===== config.mk =====
export PLATFORM = sky130hd
export DESIGN_NAME = i2c_write_engine
export DESIGN_NICKNAME = d
export VERILOG_FILES = /design/src/i2cw_pkg.sv /design/src/i2c_write_engine.sv
export SDC_FILE = /design/constraint.sdc
export NUM_CORES = 1
export LEC_CHECK = 0
export ABC_AREA = 1
export CORE_AREA = 3 3 226 228
export DETAILED_ROUTE_END_ITERATION = 8
export DIE_AREA = 0 0 229 231
export DONT_BUFFER_PORTS = 1
export SETUP_SLACK_MARGIN = 0.4
export SLEW_MARGIN = 20
export SYNTH_ARGS = -nofsm -noshare
export SYNTH_HDL_FRONTEND = slang
export SYNTH_SLANG_ARGS = --single-unit

===== constraint.sdc =====
create_clock -name i_ref_clk -period 7.1 [get_ports i_ref_clk]
set_input_delay 1.775 -clock i_ref_clk [delete_from_list [all_inputs] [get_ports i_ref_clk]]
set_output_delay 1.775 -clock i_ref_clk [all_outputs]
set_load 0.02 [all_outputs]

===== src/i2cw_pkg.sv =====
// Constants, enumerations and carrier structs of the two-wire write engine.
// Assumes a 20 MHz system clock and a 32-bit APB register bus.
package i2cw_pkg;
    localparam int PORT_W = 8;
    localparam int SDA_PIN_DEFAULT = 0;
    localparam int SCL_PIN_DEFAULT = 1;
    localparam int NUM_ITEMS = 8;

    localparam logic [7:0] OFF_CTRL = 8'h00;
    localparam logic [7:0] OFF_TARGET = 8'h04;
    localparam logic [7:0] OFF_COUNT = 8'h08;
    localparam logic [7:0] OFF_STATUS = 8'h0c;
    localparam logic [7:0] OFF_IRQ_STAT = 8'h10;
    localparam logic [7:0] OFF_IRQ_MASK = 8'h14;
    localparam logic [2:0] ITEM_PAGE = 3'h1;

    localparam int CTRL_GO_BIT = 0;
    localparam int CTRL_SINGLE_BIT = 1;
    localparam int CTRL_AMODE_LSB = 2;
    localparam int CTRL_SLOW_BIT = 4;
    localparam int CTRL_ALL_BIT = 5;
    localparam int TGT_ADDR_LSB = 8;
    localparam int ITEM_WORD_BIT = 16;
    localparam int STAT_BUSY_BIT = 0;
    localparam int STAT_ACK_BIT = 1;
    localparam int STAT_SHADOW_BIT = 2;
    localparam int IRQ_DONE_BIT = 0;
    localparam int IRQ_NACK_BIT = 1;

    localparam logic [1:0] AMODE_8 = 2'h1;
    localparam logic [1:0] AMODE_16 = 2'h2;
    localparam logic [3:0] ITEM_LIMIT = 4'h8;
    localparam logic [7:0] DRIVE_LEVEL = 8'h00;

    localparam int SYS_CLK_HZ = 20000000;
    localparam int SLOW_THRESHOLD_HZ = 4000000;
    localparam int CLK_PERIOD_NS = 50;
    localparam int FAST_QTR_NS = 625;
    localparam int SLOW_QTR_NS = 2500;
    localparam logic [7:0] FAST_QTR_CYC = 8'((FAST_QTR_NS + CLK_PERIOD_NS - 1) / CLK_PERIOD_NS);
    localparam logic [7:0] SLOW_QTR_CYC = 8'((SLOW_QTR_NS + CLK_PERIOD_NS - 1) / CLK_PERIOD_NS);
    localparam bit SLOW_NEEDED = SYS_CLK_HZ > SLOW_THRESHOLD_HZ;

    typedef enum logic [2:0] {ST_IDLE, ST_START, ST_BIT, ST_ACK, ST_STOP, ST_DONE} state_e;
    typedef enum logic [2:0] {SEG_CTRL, SEG_AHI, SEG_ALO, SEG_DHI, SEG_DLO} seg_e;

    typedef struct packed {
        logic psel;
        logic penable;
        logic pwrite;
        logic [7:0] paddr;
        logic [31:0] pwdata;
    } apb_req_s;

    typedef struct packed {
        logic [31:0] prdata;
        logic pready;
        logic pslverr;
    } apb_rsp_s;

    typedef struct packed {
        logic [7:0] sync1;
        logic [7:0] sync2;
        state_e st;
        seg_e seg;
        logic [3:0] idx;
        logic [7:0] shift;
        logic [2:0] bit_cnt;
        logic [1:0] qtr;
        logic [7:0] div_cnt;
        logic [7:0] oe;
        logic [7:0] drive;
        logic ack_flag;
        logic ack_shadow;
        logic single;
        logic [1:0] amode;
        logic slow;
        logic send_all;
        logic [7:0] ctrl_byte;
        logic [15:0] addr;
        logic [3:0] count;
        logic [7:0][16:0] items;
        logic [1:0] irq_stat;
        logic [1:0] irq_mask;
        logic irq;
        apb_rsp_s apb;
    } state_s;

    localparam state_s STATE_RESET = '{st: ST_IDLE, seg: SEG_CTRL, default: '0};
endpackage


===== src/i2c_write_engine.sv =====
// Two-wire bus master write engine with APB registers and an interrupt.
// Assumes pull-ups on the port pins; the pins are synchronised inside.
//
// Function
// RULE_01 - Control byte: seven address bits, direction bit zero
// RULE_02 - Direction bit always sent as zero
// RULE_03 - Control byte, then address, then data
// RULE_04 - Optional 8/16-bit address, high byte first
// RULE_05 - Word items two bytes, byte items one
// RULE_06 - Items sent in order, each own width
// RULE_07 - Single mode: one byte, no start/stop, report acknowledge
// RULE_08 - Acknowledge zero, not-acknowledge one, flag and shadow
// RULE_09 - Array bytes ascending, limited by optional count
// RULE_10 - Data line defaults to port pin 0
// RULE_11 - Clock line defaults to port pin 1
// RULE_12 - Pin choice fixed at elaboration
// RULE_13 - Slow option keeps bus at 100 kHz
// RULE_14 - Pins open drain: released or driven low
// RULE_15 - Host wraps single bytes with bus primitives
// RULE_16 - Full form adds start before, stop after
`timescale 1ns/1ns
module i2c_write_engine
    import i2cw_pkg::*;
#(
    parameter int SDA_PIN = SDA_PIN_DEFAULT,
    parameter int SCL_PIN = SCL_PIN_DEFAULT
)
(
    input wire logic i_ref_clk,
    input wire logic i_rst,
    input wire apb_req_s i_apb,
    output apb_rsp_s o_apb,
    input wire logic [PORT_W-1:0] i_porta_in,
    output logic [PORT_W-1:0] o_porta_out,
    output logic [PORT_W-1:0] o_porta_oe,
    output logic o_irq
);
    state_s r_q;
    state_s r_d;
    logic sda_in;
    logic scl_in;
    logic tick;
    logic step;
    logic slow_eff;
    logic [3:0] limit;
    seg_e succ_seg;
    logic [3:0] succ_idx;
    logic succ_end;
    logic [7:0] succ_byte;
    logic [16:0] succ_item;
    logic [1:0] ev;
    logic acc;
    logic [31:0] rd;
    logic err;

    assign o_apb = r_q.apb;
    assign o_porta_oe = r_q.oe;
    assign o_porta_out = r_q.drive;
    assign o_irq = r_q.irq;

    always_comb
    begin
        r_d = r_q;
        ev = 2'h0;
        rd = 32'h0;
        err = 1'b0;
        r_d.sync1 = i_porta_in;
        r_d.sync2 = r_q.sync1;
        r_d.drive = DRIVE_LEVEL; // RULE_14
        sda_in = r_q.sync2[SDA_PIN]; // RULE_10 RULE_12
        scl_in = r_q.sync2[SCL_PIN]; // RULE_11 RULE_12
        slow_eff = r_q.slow && SLOW_NEEDED; // RULE_13
        tick = (r_q.st != ST_IDLE) && (r_q.div_cnt == 8'h0);
        // A slave holding the clock low stretches the high quarter.
        step = tick && !(r_q.qtr == 2'h3 && !scl_in
            && (r_q.st == ST_BIT || r_q.st == ST_ACK || r_q.st == ST_STOP));
        if (r_q.st != ST_IDLE)
        begin
            if (tick)
            begin
                r_d.div_cnt = (slow_eff ? SLOW_QTR_CYC : FAST_QTR_CYC) - 8'h1; // RULE_13
            end
            else
            begin
                r_d.div_cnt = r_q.div_cnt - 8'h1;
            end
        end
        limit = (r_q.send_all || r_q.count > ITEM_LIMIT) ? ITEM_LIMIT : r_q.count; // RULE_09
        succ_idx = r_q.idx;
        succ_seg = SEG_DLO;
        succ_end = 1'b0;
        case (r_q.seg)
            SEG_CTRL:
            begin
                succ_idx = 4'h0;
                succ_seg = (r_q.amode == AMODE_16) ? SEG_AHI : SEG_DLO; // RULE_03 RULE_04
            end
            SEG_AHI:
            begin
                succ_seg = SEG_ALO; // RULE_04
            end
            SEG_ALO:
            begin
                succ_idx = 4'h0;
            end
            SEG_DHI:
            begin
                succ_seg = SEG_DLO; // RULE_05
            end
            default:
            begin
                succ_idx = r_q.idx + 4'h1; // RULE_06 RULE_09
            end
        endcase
        succ_item = r_q.items[succ_idx[2:0]];
        if (succ_seg == SEG_DLO && r_q.seg != SEG_DHI)
        begin
            if (r_q.seg == SEG_CTRL && r_q.amode == AMODE_8)
            begin
                succ_seg = SEG_ALO;
            end
            else if (succ_idx >= limit)
            begin
                succ_end = 1'b1;
            end
            else if (succ_item[ITEM_WORD_BIT])
            begin
                succ_seg = SEG_DHI; // RULE_05
            end
        end
        case (succ_seg)
            SEG_AHI: succ_byte = r_q.addr[15:8];
            SEG_ALO: succ_byte = r_q.addr[7:0];
            SEG_DHI: succ_byte = succ_item[15:8];
            default: succ_byte = succ_item[7:0];
        endcase

        if (step)
        begin
            r_d.qtr = r_q.qtr + 2'h1;
            case (r_q.st)
                ST_START:
                begin
                    case (r_q.qtr)
                        2'h0:
                        begin
                            r_d.oe[SDA_PIN] = 1'b0;
                            r_d.oe[SCL_PIN] = 1'b0;
                        end
                        2'h2: r_d.oe[SDA_PIN] = 1'b1; // RULE_16
                        2'h3:
                        begin
                            r_d.oe[SCL_PIN] = 1'b1;
                            r_d.shift = {r_q.ctrl_byte[7:1], 1'b0}; // RULE_01 RULE_02
                            r_d.seg = SEG_CTRL; // RULE_03
                            r_d.st = ST_BIT;
                        end
                        default: r_d.st = ST_START;
                    endcase
                end
                ST_BIT:
                begin
                    // Data moves a quarter after the clock falls, never while it is high.
                    case (r_q.qtr)
                        2'h0: r_d.oe[SCL_PIN] = 1'b1; // RULE_14
                        2'h1: r_d.oe[SDA_PIN] = ~r_q.shift[7];
                        2'h2: r_d.oe[SCL_PIN] = 1'b0;
                        2'h3:
                        begin
                            r_d.shift = {r_q.shift[6:0], 1'b0};
                            r_d.bit_cnt = r_q.bit_cnt + 3'h1;
                            if (r_q.bit_cnt == 3'h7)
                            begin
                                r_d.st = ST_ACK;
                            end
                        end
                        default: r_d.st = ST_BIT;
                    endcase
                end
                ST_ACK:
                begin
                    case (r_q.qtr)
                        2'h0: r_d.oe[SCL_PIN] = 1'b1;
                        2'h1: r_d.oe[SDA_PIN] = 1'b0;
                        2'h2: r_d.oe[SCL_PIN] = 1'b0;
                        2'h3:
                        begin
                            r_d.ack_flag = sda_in; // RULE_08
                            r_d.ack_shadow = sda_in; // RULE_08
                            ev[IRQ_NACK_BIT] = sda_in;
                            if (r_q.single)
                            begin
                                r_d.st = ST_DONE; // RULE_07
                            end
                            else if (sda_in || succ_end)
                            begin
                                r_d.st = ST_STOP;
                            end
                            else
                            begin
                                r_d.seg = succ_seg;
                                r_d.idx = succ_idx;
                                r_d.shift = succ_byte;
                                r_d.st = ST_BIT;
                            end
                        end
                        default: r_d.st = ST_ACK;
                    endcase
                end
                ST_STOP:
                begin
                    case (r_q.qtr)
                        2'h0: r_d.oe[SCL_PIN] = 1'b1;
                        2'h1: r_d.oe[SDA_PIN] = 1'b1;
                        2'h2: r_d.oe[SCL_PIN] = 1'b0;
                        2'h3:
                        begin
                            r_d.oe[SDA_PIN] = 1'b0; // RULE_16
                            r_d.st = ST_DONE;
                        end
                        default: r_d.st = ST_STOP;
                    endcase
                end
                default: r_d.st = r_q.st;
            endcase
        end
        if (r_q.st == ST_DONE)
        begin
            ev[IRQ_DONE_BIT] = 1'b1;
            r_d.st = ST_IDLE;
        end

        acc = i_apb.psel && i_apb.penable;
        r_d.apb.pready = acc && !r_q.apb.pready;
        r_d.apb.pslverr = 1'b0;
        r_d.apb.prdata = 32'h0;
        if (i_apb.paddr[1:0] != 2'h0)
        begin
            err = 1'b1;
        end
        else if (i_apb.paddr[7:5] == ITEM_PAGE)
        begin
            rd = 32'(r_q.items[i_apb.paddr[4:2]]);
        end
        else
        begin
            case (i_apb.paddr)
                OFF_CTRL: rd = 32'({r_q.send_all, r_q.slow, r_q.amode, r_q.single, 1'b0});
                OFF_TARGET: rd = 32'({r_q.addr, r_q.ctrl_byte});
                OFF_COUNT: rd = 32'(r_q.count);
                OFF_STATUS: rd = 32'({r_q.ack_shadow, r_q.ack_flag, r_q.st != ST_IDLE});
                OFF_IRQ_STAT: rd = 32'(r_q.irq_stat);
                OFF_IRQ_MASK: rd = 32'(r_q.irq_mask);
                default: err = 1'b1;
            endcase
        end
        if (acc && !r_q.apb.pready)
        begin
            r_d.apb.prdata = rd;
            r_d.apb.pslverr = err;
        end
        // Writes land on the edge where the master sees pready high.
        if (acc && r_q.apb.pready && i_apb.pwrite && !r_q.apb.pslverr)
        begin
            if (i_apb.paddr[7:5] == ITEM_PAGE)
            begin
                r_d.items[i_apb.paddr[4:2]] = i_apb.pwdata[16:0];
            end
            else if (i_apb.paddr == OFF_CTRL && r_q.st == ST_IDLE)
            begin
                r_d.single = i_apb.pwdata[CTRL_SINGLE_BIT];
                r_d.amode = i_apb.pwdata[CTRL_AMODE_LSB +: 2];
                r_d.slow = i_apb.pwdata[CTRL_SLOW_BIT];
                r_d.send_all = i_apb.pwdata[CTRL_ALL_BIT];
                if (i_apb.pwdata[CTRL_GO_BIT])
                begin
                    r_d.qtr = 2'h0;
                    r_d.div_cnt = 8'h0;
                    r_d.bit_cnt = 3'h0;
                    r_d.seg = SEG_DLO;
                    r_d.idx = 4'h0;
                    r_d.shift = r_q.items[0][7:0];
                    r_d.st = i_apb.pwdata[CTRL_SINGLE_BIT] ? ST_BIT : ST_START; // RULE_07 RULE_16
                end
            end
            else if (i_apb.paddr == OFF_TARGET)
            begin
                r_d.ctrl_byte = i_apb.pwdata[7:0];
                r_d.addr = i_apb.pwdata[TGT_ADDR_LSB +: 16];
            end
            else if (i_apb.paddr == OFF_COUNT)
            begin
                r_d.count = i_apb.pwdata[3:0];
            end
            else if (i_apb.paddr == OFF_IRQ_STAT)
            begin
                r_d.irq_stat = r_q.irq_stat & ~i_apb.pwdata[1:0];
            end
            else if (i_apb.paddr == OFF_IRQ_MASK)
            begin
                r_d.irq_mask = i_apb.pwdata[1:0];
            end
        end
        // New events win over a clear in the same cycle.
        r_d.irq_stat = r_d.irq_stat | ev;
        r_d.irq = |(r_d.irq_stat & r_d.irq_mask);
    end

    always_ff @(posedge i_ref_clk)
    begin
        if (i_rst)
        begin
            r_q <= STATE_RESET;
        end
        else
        begin
            r_q <= r_d;
        end
    end
endmodule


==> results.py, run 1 <==
metrics = {
    "synth": {
        "yosys_warnings": 0,
        "seq_area_frac_synth": 0.389,
        "ys_ff_latch": 238,
        "synth.distinct_cells": 51,
        "synth.most_common_cell": "a21oi_1",
        "synth-edff-count": 0,
        "synth_top_area_frac": 0.389,
        "syn_area_per_cell_um2": 7.13,
        "synth_area_leader_cell": "dfxtp_1",
        "synth_area_mm2": 0.0123,
        "synthFlopType": "dfxtp_1",
        "synth_area_leaders": "dfxtp_1, a21oi_1, o21ai_0",
        "async_reset_ff_frac": 0,
        "netlist_instances": 1720,
        "synthTopCellsByCount": "a21oi_1, dfxtp_1, o21ai_0, inv_1, nand2_1",
    },
    "setup_path": {
        "crit_fanout": 32,
        "criticalPathCategory": "input pin to register",
        "crit_chain": "nor2_1, inv_1, nor2_2, inv_1, nor2_1, inv_2, nor3_1, clkinv_1, o21ai_0, a21oi_1",
        "crit_path_max_incr_delay_ns": 0.96,
        "crit_path_end_kind": "register",
        "startpoint_type": "input pin",
        "critPathRequiredTime_ns": 7.52,
        "worstPathArrival_ns": 5.27,
        "r2r_cells": 16,
        "ff2ff_setup_slack_ns": 2.83,
        "cp_top_family": "simple AND/OR/NAND/NOR gates",
        "worst-path-buf-inv": 4,
        "r2r_end": "r_q[246]$_SDFF_PP0_",
        "r2r_start": "r_q[253]$_SDFF_PP0_",
        "cp_slowest_cell": "clkinv_1",
    },
    "cells_and_area": {
        "multiInputGateArea_mm2": 0.00588,
        "seqCellArea_mm2": 0.00476,
        "n_antenna_cell": 0,
        "stdcell_count": 2315,
        "final_layout_size_suffix_gt1_frac": 0.0697,
        "stdcell_area_mm2": 0.0135,
        "syn_to_final_growth_pct": 9.75,
        "nets": 1694,
        "num-fill-cells": 5278,
    },
    "global_routing": {
        "grt_overflow": 0,
        "track_usage": 0.150,
        "grt_max_degree": 95,
        "grt_antenna_before_repair": 1,
        "grt_pass1_wl_mm": 63.3,
        "grt_pass1_vias": 11000,
    },
    "drt": {
        "first_pass_iters": 7,
        "dr_total_vias": 11700,
        "drt_iter0_drc": 1091,
        "wl_per_cell_um": 17.9,
        "avgViaCountPerCell": 5.06,
        "detail-route-antenna-nets": 0,
        "drc_errors": 0,
        "routed_wl_mm": 41.5,
    },
    "sta": {
        "clock_skew_ns": 0.0200,
        "rsz0062_at_grt": "no",
        "period_needed_ns": 4.85,
        "setup_viol": 0,
        "tns_ns": 0,
        "finalCritPeriodShare": 0.683,
        "max_freq_mhz": 206,
        "worst_slew_pin_slew_ns": 1.12,
        "slew_violations": 0,
        "worst_hold_slack_ns": 0.403,
        "hold_violations": 0,
        "maxSlewHeadroom": 0.251,
    },
    "clock_network": {
        "clockBufferDepth": 3,
        "post_cts_buffers": 0,
        "clock-sinks": 238,
        "insertion_delay_ns": 0.57,
        "ctsResizeCount": 0,
        "cts_buffers": 28,
        "h-tree-depth": 1,
        "clk_pin_slew_ns": 0.06,
        "hold_buffers": 0,
        "root_buffer": "clkbuf_16",
        "cts_tree": "built",
    },
    "placement": {
        "hpwl_mm": 27.2,
        "io_buffers": 0,
        "post_dp_cell_area_mm2": 0.0125,
        "dp_cells": 2263,
        "place_congestion": 0.843,
    },
    "power_and_ir_drop": {
        "p_int_mw": 2.28,
        "switching_power_mw": 0.670,
        "ir_drop_mv": 0.199,
        "p_clk_frac": 0.516,
        "p_seq_frac": 0.454,
        "pwr-share-comb": 0.030,
        "p_leak_nw": 4.38,
        "swShare": 0.227,
        "power_density_mw_per_mm2": 219,
    },
    "worst_hold_path": {
        "hold_depth": 2,
        "hp-class": "register to register",
        "hp-start": "r_d[258]$_SDFF_PP0_",
        "min_to": "r_q[258]$_SDFF_PP0_",
    },
    "die": {
        "die_w_um": 229,
        "rows": 81,
        "die_area_mm2": 0.0529,
        "core_mm2": 0.0491,
        "initial_core_util": 0.250,
        "io_pins": 104,
        "die_h_um": 231,
    },
    "status": {
        "outcome": "finished clean",
    },
    "run": {
        "maxCapViolCount": 0,
    },
}
## flip-flops by register name (all words and copies together) (netlist names)
signal	flops
o_apb	26
o_irq	1
o_porta_oe	2
r_d	2
r_q	206
slow_eff	1
## worst max-delay path by stage
stage                     cells after the start  slack (ns)      start                     to
after floorplan                              11        3.74  i_apb[38]  r_q[130]$_SDFFE_PP0P_
final                                        10        2.25  i_apb[38]  r_q[106]$_SDFFE_PP0P_
after detailed placement                     10        2.23  i_apb[38]  r_q[106]$_SDFFE_PP0P_
after global placement                       10        2.27  i_apb[38]  r_q[129]$_SDFFE_PP0P_
after CTS                                    10        2.81  i_apb[38]  r_q[126]$_SDFFE_PP0P_
after global routing                         10        2.05  i_apb[38]  r_q[102]$_SDFFE_PP0P_
## worst reg2reg max path: cells and delay by family (launching register included)
kind,cells,cell delay (ns)
simple gates,7,1.29
buf+inv,4,1.27
compound gates,4,0.71
flops,1,0.58
fa+ha+maj,1,0.34
## cells by family after synthesis
| logic type | count (synthesis) | share of synthesized area |
|---|---|---|
| flops | 238 | 0.389 |
| simple gates | 423 | 0.162 |
| fa+ha+maj | 12 | 0.0122 |
| buf+inv | 391 | 0.139 |
| compound gates | 651 | 0.295 |
| xor+xnor | 4 | 0.00286 |
| other cells | 1 | 0.000306 |
## layer usage
metal	global-route usage	vias to the layer above	share of wire
li1	-	5647	-
met1	0.194	5447	0.43
met2	0.246	522	0.46
met3	0.0317	87	0.083
met4	0.0559	0	0.032
met5	0	-	0
## metrics by stage
step	total power, mW	utilization	worst slack (ns)
global route	3.04	0.274	2.05
detailed placement	1.46	0.254	2.23
floorplan	1.45	-	3.74
CTS	2.98	0.274	2.81
finish	2.95	0.274	2.25
global placement	1.46	0.254	2.27
## final cells by class
cell class	count	share of cell area
multi-input cells	1112	0.437
flip-flops and latches	238	0.354
inverters	234	0.0656
clock buffers	41	0.0624
well taps	664	0.0617
clock inverters	11	0.0110
repair buffers	15	0.00837
## cell usage in the layout (no fill, tap or decap), types with 3 or more instances in the layout
cell type / instances
o22ai_1: 48
bufinv_16: 3
buf_4: 15
nand3_1: 66
a221oi_1: 23
nand2_4: 3
nor2_4: 3
inv_2: 15
o311ai_0: 14
clkinv_1: 3
o2111ai_1: 3
ha_1: 12
nor2_2: 5
inv_1: 214
clkbuf_1: 4
o21ai_1: 11
clkbuf_8: 9
nor3_1: 29
o31ai_1: 3
clkbuf_16: 28
nand2_1: 203
a21oi_1: 270
o21ai_0: 227
clkinv_2: 6
nand4_1: 20
nand2_2: 9
o211ai_1: 31
dfxtp_1: 238
conb_1: 22
nor2_1: 70
nor2_8: 3
a31oi_1: 7
## power groups by stage
stage	registers (mW)	clock network, mW	logic, mW
2_1_floorplan	1.37	0	0.0829
3_5_place_dp	1.37	0	0.0881
3_3_place_gp	1.37	0	0.0873
4_1_cts	1.34	1.55	0.0882
5_1_grt	1.34	1.61	0.0974
6_report	1.34	1.52	0.0895
Power figures use the tool's default switching activity.
==> run 2, diff against run 1 <==
==> constraint.sdc (replaced) <==
create_clock -name i_ref_clk -period 4.8 [get_ports i_ref_clk]
set_input_delay 1.2 -clock i_ref_clk [delete_from_list [all_inputs] [get_ports i_ref_clk]]
set_output_delay 1.2 -clock i_ref_clk [all_outputs]
set_load 0.02 [all_outputs]
==> results.py, run 2 (same netlist as run 1, synthesis figures left out) <==
metrics = {
    "sta": {
        "hold_violations": 0,
        "rsz0062_at_grt": "no",
        "finalCritPeriodShare": 0.765,
        "period_needed_ns": 3.67,
        "slew_violations": 0,
        "clock_skew_ns": 0.0112,
        "max_freq_mhz": 272,
        "setup_viol": 0,
        "maxSlewHeadroom": 0.249,
        "worst_slew_pin_slew_ns": 1.13,
        "tns_ns": 0,
    },
    "cells_and_area": {
        "largest_reg_flops": 206,
        "layout_commonest_cell": "a21oi_1",
        "nets": 1701,
        "multiInputGateArea_mm2": 0.00588,
        "stdcell_count": 2320,
        "syn_to_final_growth_pct": 9.65,
        "seqCellArea_mm2": 0.00476,
        "final_cell_mix": "a21oi_1, dfxtp_1, o21ai_0, inv_1, nand2_1",
        "num-fill-cells": 5331,
        "final_layout_size_suffix_gt1_frac": 0.0707,
        "n_antenna_cell": 0,
        "postLayoutCoreUtil": 0.274,
        "regMostFlops": "r_q",
    },
    "drt": {
        "routed_wl_mm": 41.5,
        "dr_total_vias": 11800,
        "avgViaCountPerCell": 5.08,
        "drc_errors": 0,
        "detail-route-antenna-nets": 0,
        "first_pass_iters": 5,
        "wl_per_cell_um": 17.9,
        "drt_iter0_drc": 1320,
    },
    "die": {
        "die_w_um": 229,
        "initial_core_util": 0.250,
        "io_pins": 104,
        "die_area_mm2": 0.0529,
        "rows": 81,
        "core_mm2": 0.0491,
        "die_h_um": 231,
    },
    "setup_path": {
        "crit_path_end_kind": "register",
        "crit_fanout": 39,
        "startpoint_type": "register",
        "r2r_start": "r_q[253]$_SDFF_PP0_",
        "criticalPathCategory": "register to register",
        "critPathRequiredTime_ns": 5.27,
        "worstPathArrival_ns": 4.15,
        "startpoint": "r_q[253]$_SDFF_PP0_",
    },
    "clock_network": {
        "h-tree-depth": 1,
        "hold_buffers": 0,
        "insertion_delay_ns": 0.55,
        "root_buffer": "clkbuf_16",
        "post_cts_buffers": 0,
        "clock-sinks": 238,
        "clockBufferDepth": 3,
        "cts_buffers": 27,
        "ctsResizeCount": 0,
        "clk_pin_slew_ns": 0.06,
        "cts_tree": "built",
    },
    "status": {
        "outcome": "finished clean",
    },
    "worst_hold_path": {
        "hp-start": "r_d[258]$_SDFF_PP0_",
        "hp-class": "register to register",
    },
    "placement": {
        "place_congestion": 0.853,
        "hpwl_mm": 27.8,
        "io_buffers": 0,
        "dp_cells": 2271,
    },
    "global_routing": {
        "grt_overflow": 0,
        "track_usage": 0.150,
        "grt_pass1_vias": 10800,
        "grt_pass1_wl_mm": 63.4,
        "grt_max_degree": 94,
        "grt_antenna_before_repair": 1,
    },
    "power_and_ir_drop": {
        "p_seq_frac": 0.466,
        "pwr-share-comb": 0.032,
        "p_clk_frac": 0.502,
        "power_mw": 4.25,
        "p_int_mw": 3.30,
        "swShare": 0.224,
        "ir_drop_mv": 0.216,
        "p_leak_nw": 4.38,
        "switching_power_mw": 0.951,
        "power_density_mw_per_mm2": 316,
    },
    "run": {
        "maxCapViolCount": 0,
    },
}
==> run 2: cell types whose count changed in the layout (fill, tap and decap cells not counted) <==
cell and delta:
clkinv_2 -1, clkbuf_8 +1, clkbuf_1 +2, nand2_2 -1, clkinv_8 -1, bufinv_16 -1
clkinvlp_4 -1, inv_4 -1, nand2_1 +1, buf_4 +8, clkbuf_16 -1
==> run 2: path summary, 6_finish.rpt <==
check / endpoint / slack, ns / cells past startpoint
max: r_q[246]$_SDFF_PP0_ / 1.13 / 17
min: r_q[258]$_SDFF_PP0_ / 0.40 / 2
max reg2reg: r_q[246]$_SDFF_PP0_ / 1.13 / 17
min reg2reg: r_q[258]$_SDFF_PP0_ / 0.40 / 2
==> run 2: cell type report <==
class	instances	share of cell area
multi-input combinational	1112	0.437
sequential	238	0.354
inverter	234	0.0655
clock buffer	43	0.0622
tap	664	0.0618
timing repair buffer	23	0.0128
clock inverter	6	0.00623
==> run 2: critical path: stages (launching register included) <==
cell	delay, ns
dfxtp_1	0.55
inv_1	0.19
nand3_4	0.16
nand2_2	0.07
inv_1	0.05
buf_4	0.39
ha_1	0.24
nor2_1	0.05
o21bai_1	0.12
o211a_1	0.28
o21bai_2	0.12
nor3_4	0.67
inv_1	0.19
a21oi_1	0.18
nand2_1	0.07
nand2_1	0.05
nand2_1	0.05
a21oi_1	0.11
==> run 2: power by group through the flow <==
stage          registers [mW]  logic [mW]  clock network, mW
4_1_cts                  1.98       0.134               2.18
2_1_floorplan            2.02       0.123                  0
3_3_place_gp             2.02       0.132                  0
3_5_place_dp             2.02       0.133                  0
5_1_grt                  1.98       0.148               2.26
6_report                 1.98       0.137               2.13
==> run 2: metrics by stage <==
step | area (µm²) | worst slack [ns] | hold slack (ns)
after floorplan | 12300 | 2.02 | 0.388
after global placement | 12500 | 1.12 | 0.403
after detailed placement | 12500 | 1.13 | 0.399
after CTS | 13400 | 1.21 | 0.407
after global routing | 13400 | 0.879 | 0.425
final | 13400 | 1.13 | 0.405
==> run 2: per-layer routing <==
layer	part of all wire	vias up	global-route usage
met2	0.45	524	0.238
li1	-	5648	-
met3	0.083	109	0.0280
met4	0.037	2	0.0600
met1	0.43	5502	0.201
met5	0.00031	-	0
==> run 3, diff against run 2 <==
==> constraint.sdc (replaced) <==
create_clock -name i_ref_clk -period 3.3 [get_ports i_ref_clk]
set_input_delay 0.825 -clock i_ref_clk [delete_from_list [all_inputs] [get_ports i_ref_clk]]
set_output_delay 0.825 -clock i_ref_clk [all_outputs]
set_load 0.02 [all_outputs]
==> results.py, run 3 (same netlist as run 1, synthesis figures left out) <==
metrics = {
    "setup_path": {
        "r2r_start": "r_q[253]$_SDFF_PP0_",
        "crit_chain": "nor2_4, nor2_1, nand2_1, o21ai_0, buf_4, ha_1, nand2_1, o21bai_1, o211a_1, nand2_1, nor2_4, buf_12, nand4_1, nand3_1, nor2_1, o21ai_1, nand2_1, a21oi_1",
        "r2r_end": "r_q[239]$_SDFF_PP0_",
        "cpMostUsedCell": "nand2_1",
        "worst-path-buf-inv": 2,
        "crit_path_end_kind": "register",
        "criticalPathCategory": "register to register",
        "critPathRequiredTime_ns": 3.78,
        "startpoint_type": "register",
        "crit_fanout": 9,
        "cp_slowest_cell": "dfxtp_4",
        "ff2ff_setup_slack_ns": 0.56,
        "r2r_cells": 18,
        "cp_top_family": "simple AND/OR/NAND/NOR gates",
        "worstPathArrival_ns": 3.22,
        "crit_path_max_incr_delay_ns": 0.38,
    },
    "clock_network": {
        "hold_buffers": 0,
        "clockBufferDepth": 3,
        "cts_buffers": 28,
        "clk_pin_slew_ns": 0.06,
        "cts_tree": "built",
        "insertion_delay_ns": 0.56,
        "h-tree-depth": 1,
        "root_buffer": "clkbuf_16",
        "clock-sinks": 238,
    },
    "worst_hold_path": {
        "hold_depth": 1,
        "hp-class": "input pin to register",
        "hp-start": "i_rst",
        "min_to": "r_q[253]$_SDFF_PP0_",
    },
    "placement": {
        "hpwl_mm": 28.4,
        "io_buffers": 0,
        "place_congestion": 0.882,
    },
    "cells_and_area": {
        "largest_reg_flops": 206,
        "final_layout_size_suffix_gt1_frac": 0.0932,
        "syn_to_final_growth_pct": 12.5,
        "num-fill-cells": 5306,
        "layout_commonest_cell": "a21oi_1",
        "nets": 1732,
        "regMostFlops": "r_q",
        "final_cell_mix": "a21oi_1, dfxtp_1, o21ai_0, inv_1, nand2_1",
        "n_antenna_cell": 0,
        "postLayoutCoreUtil": 0.281,
    },
    "drt": {
        "wl_per_cell_um": 18.1,
        "avgViaCountPerCell": 5.04,
        "dr_total_vias": 11800,
        "drc_errors": 0,
        "detail-route-antenna-nets": 0,
        "drt_iter0_drc": 1093,
        "routed_wl_mm": 42.5,
        "first_pass_iters": 6,
    },
    "power_and_ir_drop": {
        "swShare": 0.227,
        "ir_drop_mv": 0.331,
        "p_seq_frac": 0.460,
        "p_int_mw": 4.84,
        "p_clk_frac": 0.507,
        "power_density_mw_per_mm2": 454,
        "switching_power_mw": 1.42,
        "p_leak_nw": 4.56,
        "pwr-share-comb": 0.033,
    },
    "sta": {
        "clock_skew_ns": 0.0184,
        "max_freq_mhz": 365,
        "maxSlewHeadroom": 0.485,
        "slew_violations": 0,
        "hold_violations": 0,
        "period_needed_ns": 2.74,
        "rsz0062_at_grt": "yes",
        "tns_ns": 0,
        "finalCritPeriodShare": 0.831,
        "worst_slew_pin_slew_ns": 0.764,
        "setup_viol": 0,
    },
    "die": {
        "io_pins": 104,
        "initial_core_util": 0.250,
        "rows": 81,
        "core_mm2": 0.0491,
        "die_w_um": 229,
        "die_area_mm2": 0.0529,
        "die_h_um": 231,
    },
    "global_routing": {
        "grtUsageMet3": 0.0283,
        "grtUsageMet1": 0.202,
        "grt_pass1_wl_mm": 64.3,
        "busiest_layer": "met2",
        "grt_antenna_before_repair": 0,
        "grt_max_degree": 94,
        "grt_overflow": 0,
        "track_usage": 0.153,
        "grt_pass1_vias": 10800,
        "use_met2": 0.254,
    },
    "status": {
        "outcome": "finished clean",
    },
    "run": {
        "maxCapViolCount": 0,
    },
}
## run 3: area by class of cell
class | instances | area, µm² | share of cell area
clock inverters | 14 | 196 | 0.0142
multi-input cells | 1112 | 5910 | 0.429
well taps | 664 | 831 | 0.0602
flip-flops and latches | 238 | 4770 | 0.346
inverters | 234 | 885 | 0.0641
repair buffers | 52 | 449 | 0.0326
clock buffers | 34 | 743 | 0.0539
repair inverters | 1 | 7.51 | 0.000544
## run 3: metal layers
| layer | share of wire | vias up |
|---|---|---|
| met5 | 0 | - |
| met4 | 0.025 | 0 |
| met3 | 0.088 | 63 |
| met2 | 0.47 | 576 |
| met1 | 0.42 | 5496 |
| li1 | - | 5698 |
## run 3: worst max-delay path by stage
stage,startpoint,end,cells past startpoint
detailed placement,i_apb[38],r_q[232]$_SDFF_PP0_,14
CTS,r_q[247]$_SDFF_PP0_,r_q[240]$_SDFF_PP0_,17
finish,r_q[253]$_SDFF_PP0_,r_q[239]$_SDFF_PP0_,18
floorplan,r_q[247]$_SDFF_PP0_,r_q[242]$_SDFF_PP0_,19
global route,r_q[253]$_SDFF_PP0_,r_q[239]$_SDFF_PP0_,18
global placement,i_apb[38],r_q[227]$_SDFF_PP0_,14
## run 3: power by group through the flow
stage	combinational [mW]	sequential (mW)	clock [mW]
4_1_cts	0.200	2.88	3.25
3_5_place_dp	0.199	2.94	0
5_1_grt	0.222	2.88	3.37
3_3_place_gp	0.198	2.94	0
2_1_floorplan	0.178	2.94	0
6_report	0.204	2.88	3.18
## run 3: stage by stage
| stage | area (µm²) | cells | power, mW | hold slack (ns) | worst slack, ns |
|---|---|---|---|---|---|
| floorplan | 12300 | 1741 | 3.12 | 0.388 | 0.590 |
| global placement | 12700 | 2292 | 3.14 | 0.396 | 0.402 |
| detailed placement | 12700 | 2292 | 3.14 | 0.402 | 0.337 |
| CTS | 13700 | 2340 | 6.33 | 0.301 | 0.432 |
| global route | 13800 | 2349 | 6.47 | 0.307 | 0.350 |
| finish | 13800 | 2349 | 6.26 | 0.327 | 0.559 |
## run 3: repair_timing
item                                    CTS  global route
resized for setup                         1            16
hold endpoints to repair                  0             0
gates cloned                              0             1
pin swaps                                 0             1
buffers inserted                          0             8
endpoints found under the setup margin    1            15
